$ cat src/tbt_regs.svh
// Notes on behaviour
// - Receive activity raises carrier sense only after squelch has qualified the data.
// - Half duplex: carrier sense is high while transmitting or receiving.
// - Full duplex: carrier sense follows receive activity only, never own transmission.
// - Receive frame ends once mid-bit transitions stop arriving.
// - Carrier sense falls within one and a half bit times of the last bit.
// - Receive clock keeps toggling five bit times after carrier sense falls.
// - With no transmit data, a 100 ns link pulse goes out every 16 ms.
// - Without valid link pulses, transmit, receive and collision detection are disabled.
// - Forced-good-link makes the link good whatever link pulses do.
// - Jabber timer cuts the transmitter after about 85 ms of continuous activity.
// - After jabber, transmit stays off until enable has been low about 500 ms.
// - Jabber protection acts only in 10 Mb/s twisted-pair mode.
// - Three inverted link pulses in a row report bad polarity.
// - Bad polarity stays latched in the status and control flags.
// - Reversed polarity is corrected by inverting the received signal internally.
// - Rising transmit enable starts Manchester encoding, kept up while enable is high.
// - Transmit data is sampled on each rising edge of the transmit clock.
// - Frame ends with a positive last transition, mid-cell for one, cell end for zero.
// - Squelch keeps data valid until the threshold is unmet for over 150 ns.
`ifndef TBT_REGS_SVH
`define TBT_REGS_SVH

`define TBT_CLK_MHZ 100
`define TBT_CNT_W 27
`define TBT_SC_W 8
// Bit cell and its derived cycle counts
`define TBT_BIT_NS 100
`define TBT_BIT_CYC ((`TBT_BIT_NS * `TBT_CLK_MHZ) / 1000)
`define TBT_HALF_CYC (`TBT_BIT_CYC / 2)
`define TBT_MID_MIN_NS 70
`define TBT_MID_MIN_CYC ((`TBT_MID_MIN_NS * `TBT_CLK_MHZ) / 1000)
`define TBT_EOF_NS 130
`define TBT_EOF_CYC ((`TBT_EOF_NS * `TBT_CLK_MHZ) / 1000)
`define TBT_SQ_HOLD_NS 150
`define TBT_SQ_HOLD_CYC ((`TBT_SQ_HOLD_NS * `TBT_CLK_MHZ) / 1000)
`define TBT_RXCLK_TAIL_BITS 5
`define TBT_RXCLK_TAIL_CYC (`TBT_RXCLK_TAIL_BITS * `TBT_BIT_CYC)
// Link pulse
`define TBT_LP_NS 100
`define TBT_LP_CYC ((`TBT_LP_NS * `TBT_CLK_MHZ) / 1000)
`define TBT_LP_PERIOD_MS 16
`define TBT_LP_PERIOD_CYC (`TBT_LP_PERIOD_MS * 1000 * `TBT_CLK_MHZ)
`define TBT_LINK_LOSS_MS 100
`define TBT_LINK_LOSS_CYC (`TBT_LINK_LOSS_MS * 1000 * `TBT_CLK_MHZ)
`define TBT_POL_BAD_CNT 3
// Jabber
`define TBT_JAB_MS 85
`define TBT_JAB_CYC (`TBT_JAB_MS * 1000 * `TBT_CLK_MHZ)
`define TBT_UNJAB_MS 500
`define TBT_UNJAB_CYC (`TBT_UNJAB_MS * 1000 * `TBT_CLK_MHZ)
// Transmit buffer
`define TBT_FIFO_DEPTH 32
`define TBT_TX_START_FILL 16

`endif

$ cat src/tbt_pkg.sv
`include "tbt_regs.svh"
package tbt_pkg;
  typedef logic [`TBT_CNT_W-1:0] tbt_cnt_t;
  typedef logic [`TBT_SC_W-1:0] tbt_sc_t;
  typedef enum logic [1:0] {TX_IDLE, TX_WAIT, TX_CELL, TX_TAIL} tbt_tx_state_t;
  // Receive side comparator outputs from the analogue front end
  typedef struct packed {
    logic sq_qual;
    logic sq_level;
    logic data;
    logic lp;
    logic lp_neg;
  } tbt_rx_pins_t;
  // Flags of the slow twisted pair status and control group
  typedef struct packed {
    logic link_ok;
    logic pol_bad;
    logic jabber;
  } tbt_status_t;
endpackage

$ cat src/tbt_ctrl.sv
`timescale 1ns/100ps
`include "tbt_regs.svh"
module tbt_ctrl #(
  parameter int unsigned LP_PERIOD_CYC = `TBT_LP_PERIOD_CYC,
  parameter int unsigned LINK_LOSS_CYC = `TBT_LINK_LOSS_CYC,
  parameter int unsigned JAB_CYC = `TBT_JAB_CYC,
  parameter int unsigned UNJAB_CYC = `TBT_UNJAB_CYC,
  parameter int FIFO_DEPTH = `TBT_FIFO_DEPTH
) (
  input wire logic clk_sys,
  input wire logic rst_n,
  input wire logic tx_clk,
  input wire logic tx_en,
  input wire logic txd,
  input wire tbt_pkg::tbt_rx_pins_t tp_rx,
  input wire logic full_duplex,
  input wire logic mode_10t,
  input wire logic force_link_10,
  output logic crs_ff,
  output logic col_ff,
  output logic rx_clk_ff,
  output logic rxd_ff,
  output logic tp_tx_ff,
  output logic tp_oe_ff,
  output logic tp_pre_ff,
  output logic tx_ready_ff,
  output tbt_pkg::tbt_status_t slow_twisted_pair_status_control
);
  localparam int CW = $clog2(FIFO_DEPTH+2);

  // Saturating count of one stretch of time
  function automatic tbt_pkg::tbt_cnt_t inc(input tbt_pkg::tbt_cnt_t c);
    inc = (c == '1) ? c : tbt_pkg::tbt_cnt_t'(c + 1'b1);
  endfunction

  // Synchronisers: three stages on each pin, first stage read by the second only
  logic [2:0] s_txclk_ff, s_txen_ff, s_txd_ff;
  logic [2:0] s_qual_ff, s_lvl_ff, s_dat_ff, s_lp_ff, s_neg_ff;
  always_ff @(posedge clk_sys or negedge rst_n)
  begin
    if (!rst_n)
    begin
      s_txclk_ff <= '0;
      s_txen_ff <= '0;
      s_txd_ff <= '0;
      s_qual_ff <= '0;
      s_lvl_ff <= '0;
      s_dat_ff <= '0;
      s_lp_ff <= '0;
      s_neg_ff <= '0;
    end
    else
    begin
      s_txclk_ff <= {s_txclk_ff[1:0], tx_clk};
      s_txen_ff <= {s_txen_ff[1:0], tx_en};
      s_txd_ff <= {s_txd_ff[1:0], txd};
      s_qual_ff <= {s_qual_ff[1:0], tp_rx.sq_qual};
      s_lvl_ff <= {s_lvl_ff[1:0], tp_rx.sq_level};
      s_dat_ff <= {s_dat_ff[1:0], tp_rx.data};
      s_lp_ff <= {s_lp_ff[1:0], tp_rx.lp};
      s_neg_ff <= {s_neg_ff[1:0], tp_rx.lp_neg};
    end
  end

  // Named views of the synchronised pins
  wire logic txen_s = s_txen_ff[1];
  wire logic txclk_rise = s_txclk_ff[1] & ~s_txclk_ff[2];
  wire logic lp_rise = s_lp_ff[1] & ~s_lp_ff[2];
  wire logic lp_inv = s_neg_ff[1];

  // Link integrity and polarity state
  tbt_pkg::tbt_cnt_t loss_ff;
  logic link_good_ff;
  logic [1:0] inv_cnt_ff;
  logic pol_bad_ff;
  wire logic link_ok = link_good_ff | force_link_10;
  // Data after polarity correction
  wire logic rx_lvl = s_dat_ff[1] ^ pol_bad_ff;
  wire logic rx_lvl_q = s_dat_ff[2] ^ pol_bad_ff;

  // Squelch data-valid window and Manchester receive decoder
  tbt_pkg::tbt_sc_t sq_gap_ff;
  logic sq_valid_ff;
  tbt_pkg::tbt_sc_t since_mid_ff;
  logic rx_act_ff;
  tbt_pkg::tbt_sc_t tail_ff;
  tbt_pkg::tbt_sc_t rxclk_cnt_ff;
  wire logic rx_trans = rx_lvl != rx_lvl_q;
  wire logic rx_en = sq_valid_ff & link_ok;
  wire logic mid_edge = rx_en & rx_trans &
    (since_mid_ff >= tbt_pkg::tbt_sc_t'(`TBT_MID_MIN_CYC));
  wire logic rx_eof = rx_act_ff &
    (since_mid_ff >= tbt_pkg::tbt_sc_t'(`TBT_EOF_CYC));
  wire logic nxt_rx_act = rx_en & (mid_edge | (rx_act_ff & ~rx_eof));
  wire logic rxclk_run = rx_act_ff | (tail_ff != '0);
  wire logic rxclk_half = rxclk_cnt_ff == tbt_pkg::tbt_sc_t'(`TBT_HALF_CYC - 1);

  // Squelch holds valid until the level is missing for the hold time
  always_ff @(posedge clk_sys or negedge rst_n)
  begin
    if (!rst_n)
    begin
      sq_gap_ff <= '0;
      sq_valid_ff <= 1'b0;
    end
    else
    begin
      sq_gap_ff <= s_lvl_ff[1] ? '0 : tbt_pkg::tbt_sc_t'(sq_gap_ff + 1'b1);
      if (s_qual_ff[1])
        sq_valid_ff <= 1'b1;
      else if (sq_gap_ff >= tbt_pkg::tbt_sc_t'(`TBT_SQ_HOLD_CYC))
        sq_valid_ff <= 1'b0;
    end
  end

  // Decoder: a transition well past the last mid-bit edge is itself mid-bit
  always_ff @(posedge clk_sys or negedge rst_n)
  begin
    if (!rst_n)
    begin
      since_mid_ff <= '1;
      rx_act_ff <= 1'b0;
      rxd_ff <= 1'b0;
    end
    else
    begin
      if (mid_edge)
        since_mid_ff <= '0;
      else if (since_mid_ff != '1)
        since_mid_ff <= tbt_pkg::tbt_sc_t'(since_mid_ff + 1'b1);
      rx_act_ff <= nxt_rx_act;
      if (mid_edge)
        rxd_ff <= rx_lvl; // Level after the mid-bit edge is the bit value
    end
  end

  // Receive clock runs during a frame and for a tail after it
  always_ff @(posedge clk_sys or negedge rst_n)
  begin
    if (!rst_n)
    begin
      tail_ff <= '0;
      rxclk_cnt_ff <= '0;
      rx_clk_ff <= 1'b0;
    end
    else
    begin
      if (rx_act_ff & ~nxt_rx_act)
        tail_ff <= tbt_pkg::tbt_sc_t'(`TBT_RXCLK_TAIL_CYC);
      else if (tail_ff != '0)
        tail_ff <= tbt_pkg::tbt_sc_t'(tail_ff - 1'b1);
      if (!rxclk_run | rxclk_half)
        rxclk_cnt_ff <= '0;
      else
        rxclk_cnt_ff <= tbt_pkg::tbt_sc_t'(rxclk_cnt_ff + 1'b1);
      if (!rxclk_run)
        rx_clk_ff <= 1'b0;
      else if (rxclk_half)
        rx_clk_ff <= ~rx_clk_ff;
    end
  end

  // Link pulses prove the link, received data only holds off loss; polarity from pulses
  always_ff @(posedge clk_sys or negedge rst_n)
  begin
    if (!rst_n)
    begin
      loss_ff <= '0;
      link_good_ff <= 1'b0;
      inv_cnt_ff <= '0;
      pol_bad_ff <= 1'b0;
    end
    else
    begin
      if (lp_rise | rx_act_ff)
        loss_ff <= '0;
      else
        loss_ff <= inc(loss_ff);
      if (lp_rise)
        link_good_ff <= 1'b1;
      else if (loss_ff == tbt_pkg::tbt_cnt_t'(LINK_LOSS_CYC - 1))
        link_good_ff <= 1'b0;
      if (lp_rise)
        inv_cnt_ff <= lp_inv ? 2'(inv_cnt_ff + (inv_cnt_ff != 2'h3)) : '0;
      // Latched until reset; the live condition is not followed
      if (lp_rise & lp_inv & (inv_cnt_ff == 2'(`TBT_POL_BAD_CNT - 1)))
        pol_bad_ff <= 1'b1;
    end
  end

  // Transmit buffer: bits taken on transmit clock rising edges
  logic txq_valid;
  logic txq_ready;
  logic txq_bit;
  logic [CW-1:0] txq_level;
  logic txq_pop;
  wire logic txq_push = txclk_rise & txen_s;

  tbt_fifo #(
    .WIDTH(1),
    .DEPTH(FIFO_DEPTH)
  ) u_txq (
    .clk_sys(clk_sys),
    .rst_n(rst_n),
    .wr_data(s_txd_ff[1]),
    .wr_valid(txq_push),
    .wr_ready(txq_ready),
    .rd_data(txq_bit),
    .rd_valid(txq_valid),
    .rd_ready(txq_pop),
    .level(txq_level)
  );

  // Encoder state and jabber state
  tbt_pkg::tbt_tx_state_t st_ff;
  tbt_pkg::tbt_tx_state_t nxt_st;
  tbt_pkg::tbt_sc_t cell_ff;
  logic bit_ff;
  tbt_pkg::tbt_cnt_t jab_cnt_ff;
  tbt_pkg::tbt_cnt_t unjab_cnt_ff;
  logic jab_ff;
  tbt_pkg::tbt_cnt_t lp_tmr_ff;
  tbt_pkg::tbt_sc_t lp_cnt_ff;

  wire logic tx_busy = st_ff != tbt_pkg::TX_IDLE;
  wire logic cell_end = cell_ff == tbt_pkg::tbt_sc_t'(`TBT_BIT_CYC - 1);
  wire logic half_end = cell_ff == tbt_pkg::tbt_sc_t'(`TBT_HALF_CYC - 1);
  wire logic first_half = cell_ff < tbt_pkg::tbt_sc_t'(`TBT_HALF_CYC);
  wire logic tx_go = txen_s & link_ok & ~jab_ff;
  wire logic fill_ok = (txq_level >= CW'(`TBT_TX_START_FILL)) | ~txen_s;
  wire logic jab_on = mode_10t;
  wire logic jab_trip = jab_on & tx_busy &
    (jab_cnt_ff == tbt_pkg::tbt_cnt_t'(JAB_CYC - 1));
  wire logic lp_due = ~tx_busy & ~txen_s &
    (lp_tmr_ff == tbt_pkg::tbt_cnt_t'(LP_PERIOD_CYC - 1));
  wire logic lp_on = lp_cnt_ff != '0;

  // Pop one bit per cell; idle with enable low drops leftovers of a refused or cut frame
  assign txq_pop = (st_ff == tbt_pkg::TX_WAIT & fill_ok) |
    (st_ff == tbt_pkg::TX_CELL & cell_end) |
    (st_ff == tbt_pkg::TX_IDLE & ~txen_s); // Stale bits must never lead the next frame

  // Next encoder state
  always_comb
  begin
    nxt_st = st_ff;
    case (st_ff)
      tbt_pkg::TX_IDLE:
        if (tx_go)
          nxt_st = tbt_pkg::TX_WAIT;
      tbt_pkg::TX_WAIT:
        if (fill_ok)
          nxt_st = txq_valid ? tbt_pkg::TX_CELL : tbt_pkg::TX_IDLE;
      tbt_pkg::TX_CELL:
        if (cell_end & ~txq_valid)
          nxt_st = bit_ff ? tbt_pkg::TX_IDLE : tbt_pkg::TX_TAIL;
      tbt_pkg::TX_TAIL:
        if (half_end)
          nxt_st = tbt_pkg::TX_IDLE;
      default:
        nxt_st = tbt_pkg::TX_IDLE;
    endcase
    if (jab_trip | ~link_ok)
      nxt_st = tbt_pkg::TX_IDLE;
  end

  // Line level: first half inverted bit, second half the bit itself
  wire logic nxt_oe = (st_ff == tbt_pkg::TX_CELL) | (st_ff == tbt_pkg::TX_TAIL) | lp_on;
  wire logic nxt_tx = (st_ff == tbt_pkg::TX_CELL) ? (first_half ^ bit_ff) :
    ((st_ff == tbt_pkg::TX_TAIL) | lp_on);

  // Encoder registers and line outputs
  always_ff @(posedge clk_sys or negedge rst_n)
  begin
    if (!rst_n)
    begin
      st_ff <= tbt_pkg::TX_IDLE;
      cell_ff <= '0;
      bit_ff <= 1'b0;
      tp_tx_ff <= 1'b0;
      tp_oe_ff <= 1'b0;
      tp_pre_ff <= 1'b0;
    end
    else
    begin
      st_ff <= nxt_st;
      if (txq_pop & txq_valid)
        bit_ff <= txq_bit;
      cell_ff <= (cell_end | nxt_st != st_ff) ? '0 : tbt_pkg::tbt_sc_t'(cell_ff + 1'b1);
      tp_tx_ff <= nxt_tx;
      tp_oe_ff <= nxt_oe;
      tp_pre_ff <= nxt_oe & (nxt_tx != tp_tx_ff); // Boost the cycle after each edge
    end
  end

  // Jabber: cut after long activity, release after a long quiet enable
  always_ff @(posedge clk_sys or negedge rst_n)
  begin
    if (!rst_n)
    begin
      jab_cnt_ff <= '0;
      unjab_cnt_ff <= '0;
      jab_ff <= 1'b0;
    end
    else
    begin
      jab_cnt_ff <= (jab_on & tx_busy) ? inc(jab_cnt_ff) : '0;
      unjab_cnt_ff <= (jab_ff & ~txen_s) ? inc(unjab_cnt_ff) : '0;
      if (!jab_on)
        jab_ff <= 1'b0;
      else if (jab_trip)
        jab_ff <= 1'b1;
      else if (unjab_cnt_ff == tbt_pkg::tbt_cnt_t'(UNJAB_CYC - 1))
        jab_ff <= 1'b0;
    end
  end

  // Link pulse timer runs only while no frame is sent
  always_ff @(posedge clk_sys or negedge rst_n)
  begin
    if (!rst_n)
    begin
      lp_tmr_ff <= '0;
      lp_cnt_ff <= '0;
    end
    else
    begin
      lp_tmr_ff <= (tx_busy | txen_s | lp_due) ? '0 : inc(lp_tmr_ff);
      if (lp_due)
        lp_cnt_ff <= tbt_pkg::tbt_sc_t'(`TBT_LP_CYC);
      else if (lp_on)
        lp_cnt_ff <= tbt_pkg::tbt_sc_t'(lp_cnt_ff - 1'b1);
    end
  end

  // Carrier sense, collision and status flags toward the controller
  wire logic nxt_crs = rx_act_ff | (~full_duplex & tx_busy);
  wire logic nxt_col = ~full_duplex & link_ok & ((tx_busy & rx_act_ff) | jab_ff);
  always_ff @(posedge clk_sys or negedge rst_n)
  begin
    if (!rst_n)
    begin
      crs_ff <= 1'b0;
      col_ff <= 1'b0;
      tx_ready_ff <= 1'b0;
      slow_twisted_pair_status_control <= '0;
    end
    else
    begin
      crs_ff <= nxt_crs;
      col_ff <= nxt_col;
      tx_ready_ff <= txq_ready;
      slow_twisted_pair_status_control <= {link_ok, pol_bad_ff, jab_ff};
    end
  end
endmodule

$ cat src/tbt_fifo.sv
`timescale 1ns/100ps
module tbt_fifo #(
  parameter int WIDTH = 1,
  parameter int DEPTH = 32
) (
  input wire logic clk_sys,
  input wire logic rst_n,
  input wire logic [WIDTH-1:0] wr_data,
  input wire logic wr_valid,
  output logic wr_ready,
  output logic [WIDTH-1:0] rd_data,
  output logic rd_valid,
  input wire logic rd_ready,
  output logic [$clog2(DEPTH+2)-1:0] level
);
  localparam int AW = $clog2(DEPTH);
  localparam int CW = $clog2(DEPTH+2);
  logic [WIDTH-1:0] mem [DEPTH];
  logic [AW-1:0] wp_ff;
  logic [AW-1:0] rp_ff;
  logic [CW-1:0] cnt_ff;
  logic ov_ff;
  logic [WIDTH-1:0] od_ff;
  wire logic push;
  wire logic take;

  // Full comes from the stored count, so ready never loops back combinationally
  assign wr_ready = cnt_ff < CW'(DEPTH);
  assign push = wr_valid & wr_ready;
  assign take = (cnt_ff != '0) & (~ov_ff | rd_ready);
  assign rd_data = od_ff;
  assign rd_valid = ov_ff;
  assign level = cnt_ff + CW'(ov_ff);

  // Storage array, no reset needed
  always_ff @(posedge clk_sys)
  begin
    if (push)
      mem[wp_ff] <= wr_data;
  end

  // Pointers, count and registered output stage
  always_ff @(posedge clk_sys or negedge rst_n)
  begin
    if (!rst_n)
    begin
      wp_ff <= '0;
      rp_ff <= '0;
      cnt_ff <= '0;
      ov_ff <= 1'b0;
      od_ff <= '0;
    end
    else
    begin
      if (push)
        wp_ff <= AW'(wp_ff + 1'b1);
      if (take)
      begin
        rp_ff <= AW'(rp_ff + 1'b1);
        od_ff <= mem[rp_ff];
        ov_ff <= 1'b1;
      end
      else if (rd_ready)
        ov_ff <= 1'b0;
      cnt_ff <= CW'(cnt_ff + CW'(push) - CW'(take));
    end
  end
endmodule

$ cat config.mk
export PLATFORM = sky130hd
export DESIGN_NAME = tbt_ctrl
export DESIGN_NICKNAME = d
export VERILOG_FILES = /design/src/tbt_pkg.sv /design/src/tbt_ctrl.sv /design/src/tbt_fifo.sv
export VERILOG_INCLUDE_DIRS = /design/src
export SDC_FILE = /design/constraint.sdc
export NUM_CORES = 1
export LEC_CHECK = 0
export ABC_AREA = 1
export BUFFER_PORTS_ARGS = -buffer_cell sky130_fd_sc_hd__buf_4
export CAP_MARGIN = 10
export CORE_MARGIN = 2
export CORE_UTILIZATION = 45
export CTS_CLUSTER_DIAMETER = 30
export CTS_CLUSTER_SIZE = 16
export DETAILED_ROUTE_END_ITERATION = 10
export PLACE_DENSITY = 0.71
export SKIP_LAST_GASP = 1
export SLEW_MARGIN = 20
export SYNTH_ARGS = -nofsm -noshare
export SYNTH_HDL_FRONTEND = slang
export SYNTH_SLANG_ARGS = --single-unit
$ cat constraint.sdc
create_clock -name clk_sys -period 4.7 [get_ports clk_sys]
set_input_delay 0.235 -clock clk_sys [delete_from_list [all_inputs] [get_ports clk_sys]]
set_output_delay 0.235 -clock clk_sys [all_outputs]
set_load 0.03 [all_outputs]
==> metrics.cfg <==
[outcome]
status=finished, final reports clean

[routing]
via_count=10740
drc=0
firstDrtPassIters=5
drtAntennaViolNets=0
post_drt_wl_per_cell_um=14.10
via_per_inst=5.236
wl_um=28920
drt-initial-drc-count=867

[sta]
worst_slew_pin_slew_ps=880.8
slew_headroom_pct=41.28
rsz0062_at_grt=false
final_hold_viol_count=0
setup_viol=0
fmax_mhz=331.9
finalCriticalPeriod_ps=3013
post-route-period-util_pct=64.10
clock_skew_ps=15.30
drv_slew=0
tns_ps=0

[pwr]
power.total_uw=8453
seq_power_share_pct=32.0
power.internal_uw=5945
cellPowerDensity_mw_per_mm2=537.2
leakage_uw=0.006822
p_sw_uw=2508
swShare_pct=29.67
p_clk_share_pct=50.4
vdd_drop_max_v=0.0002887
p_comb_share_pct=17.6

[cells_and_area]
layout_common_cells=nand2_1 (271), nor2_1 (214), dfrtp_1 (206), inv_1 (195), nand3_1 (98)
mostFrequentLayoutCell=nand2_1
drive_gt1_share_pct=13.10
finish.utilization_pct=56.18
regArea_mm2=0.006326
fillCellCount=2438
synthToLayoutAreaGrowth_pct=21.97
final_nets=1667
multi_input_area_mm2=0.005697

[cts]
cts_tree=done
cts.sinks=246
ctsResizeCount=0
cts_buffer_depth=3
cts_setup_buffers=0
root_buffer=clkbuf_16
htree_levels=2
cts_buffers=59
clkSlewWorstSetupHoldPaths_ps=50
cts_hold_buffers=11
clock_latency_ps=570

[global_route]
grt_usage_pct=19.60
antenna_found_initial=1
overflow=0
grt_pass1_wl_um=49960
grt_max_degree=134
grt_pass1_vias=10540

[yosys]
netlist_top_cells_area=dfrtp_1 (40%), nand2_1 (7.9%), edfxtp_1 (7.4%), nor2_1 (6.3%), inv_1 (5.7%)
yosysTopAreaCellShare_pct=39.96
synth-seq-cells=246
synth_warnings=0
synth_top_area_cell=dfrtp_1
syn_inst=1542
yosys.cell_types.count=58
syn_avg_cell_area_um2=8.366
synth_nets=1587
syn-cell-area_mm2=0.01290
synthArstFlopShare_pct=86.99
synth-seq-area-share_pct=49.04
synth-edff-count=32
ys.flop_type=dfrtp_1

[worst_setup_path]
path_max_fanout=6
required_ps=5180
end_kind=flop
worstSetupStartpointType=flop
crit_arrival_ps=3490
r2r_slack_ps=1690
worstSetupPathType=reg2reg

[floorplanning]
io_pins=24
fp.dieH_um=173.3
initial_core_util_pct=46.06
die_x_um=173.3
core-area_mm2=0.02801
rows=61
die_area_mm2=0.03004

[min_path]
hp-class=in2reg

[placement]
port-buffer-count=23
dp_hpwl_um=19890
gp_congestion=0.8985

[run]
cap_violations=0

final cells by class:
cell class | count | area share, %
Sequential cell | 246 | 40.20
Clock inverter | 44 | 3.602
Clock buffer | 67 | 9.892
Timing Repair Buffer | 38 | 2.163
Antenna cell | 1 | 0.01590
Multi-Input combinational cell | 1071 | 36.20
Inverter | 206 | 4.914
Tap cell | 378 | 3.006
registers in the layout (all words and copies together) (netlist names), 5 cells and up:
name,cells
unjab_cnt_ff,27
u_txq.mem,32
sq_gap_ff,8
u_txq.cnt_ff,6
u_txq.rp_ff,5
lp_tmr_ff,27
lp_cnt_ff,8
loss_ff,27
rxclk_cnt_ff,8
u_txq.wp_ff,5
tail_ff,8
cell_ff,8
jab_cnt_ff,27
since_mid_ff,8
through the flow:
step,instances,setup slack [ps],cell area [um^2],hold slack (ps)
after global routing,2050,1434,15730,91.71
after CTS,2049,1676,15700,80.91
after detailed placement,1927,1750,13470,336.3
final,2051,1687,15740,100.6
after global placement,1927,1806,13470,333.7
after floorplan,1542,1998,12900,-60.59
routing by layer:
layer  share of wire (%)  up-vias  track usage (%)
li1                    -     5328                -
met1                  46     5087            26.79
met2                  47      274            32.05
met3                 4.8       50            3.092
met4                 2.0        0            6.285
met5                   0        -                0
critical path, stage by stage, from the launching register on:
cell and delay, ps:
dfrtp_1 460, ha_1 180, nand2_1 50, nor2_1 100
xor2_1 190, nand2_1 90, nand2_1 80, nand3_1 110
nand2_2 150, inv_2 70, ha_1 290, inv_1 70
ha_1 140, inv_1 60, fa_1 410, inv_1 70
a21oi_1 60, o21ai_0 190, xor2_1 160
synthesized netlist by cell type (2+ instances only):
| cell type | number |
|---|---|
| xnor2_1 | 13 |
| clkbuf_1 | 9 |
| nand2_1 | 271 |
| o211ai_1 | 5 |
| clkinv_1 | 2 |
| nand3_2 | 9 |
| and3_1 | 3 |
| o21bai_1 | 3 |
| nand3_1 | 98 |
| nand3b_1 | 6 |
| o21ai_2 | 4 |
| nor4_1 | 23 |
| nor3_2 | 11 |
| edfxtp_1 | 32 |
| nor3_4 | 3 |
| nor3b_1 | 8 |
| nor2_1 | 215 |
| o31ai_1 | 13 |
| nor2_2 | 14 |
| inv_2 | 9 |
| buf_6 | 2 |
| ha_1 | 31 |
| buf_2 | 6 |
| a31o_2 | 2 |
| nand4_1 | 40 |
| o21a_1 | 3 |
| nor3_1 | 66 |
| dfrtp_1 | 206 |
| inv_1 | 195 |
| nand2_2 | 8 |
| o21ai_0 | 74 |
| o22ai_1 | 4 |
| dfstp_2 | 8 |
| or2_2 | 7 |
| a31oi_1 | 19 |
| a21oi_1 | 54 |
| xor2_1 | 36 |
| o21ai_1 | 10 |
final timing paths:
path	from	end	cells after the start
max	u_txq.cnt_ff[1]$_DFF_PN0_	u_txq.cnt_ff[4]$_DFF_PN0_	18
min	force_link_10	slow_twisted_pair_status_control[2]$_DFF_PN0_	3
max reg2reg	u_txq.cnt_ff[1]$_DFF_PN0_	u_txq.cnt_ff[4]$_DFF_PN0_	18
min reg2reg	s_lvl_ff[0]$_DFF_PN0_	s_lvl_ff[1]$_DFF_PN0_	0
max in group asynchronous	rst_n	lp_cnt_ff[5]$_DFFE_PN0P_	3
min in group asynchronous	rst_n	sq_gap_ff[2]$_DFF_PN0_	2
power groups by stage:
stage          Sequential, uW  Clock, uW  Combinational [uW]
6_report                 2700       4260                1490
3_3_place_gp             2720          0                1420
3_5_place_dp             2730          0                1480
4_1_cts                  2710       4330                1500
5_1_grt                  2750       4450                1710
2_1_floorplan            2700          0                1070
logic make-up after synthesis:
group,synth area share (%)
xor gates and xnor gates,3.327
and+or+nand+nor,28.78
DFF,49.03
buffers and inverters,6.828
AOI/OAI and AO/OA,8.874
adders and majority gates,3.162
Power figures use the tool's default switching activity.
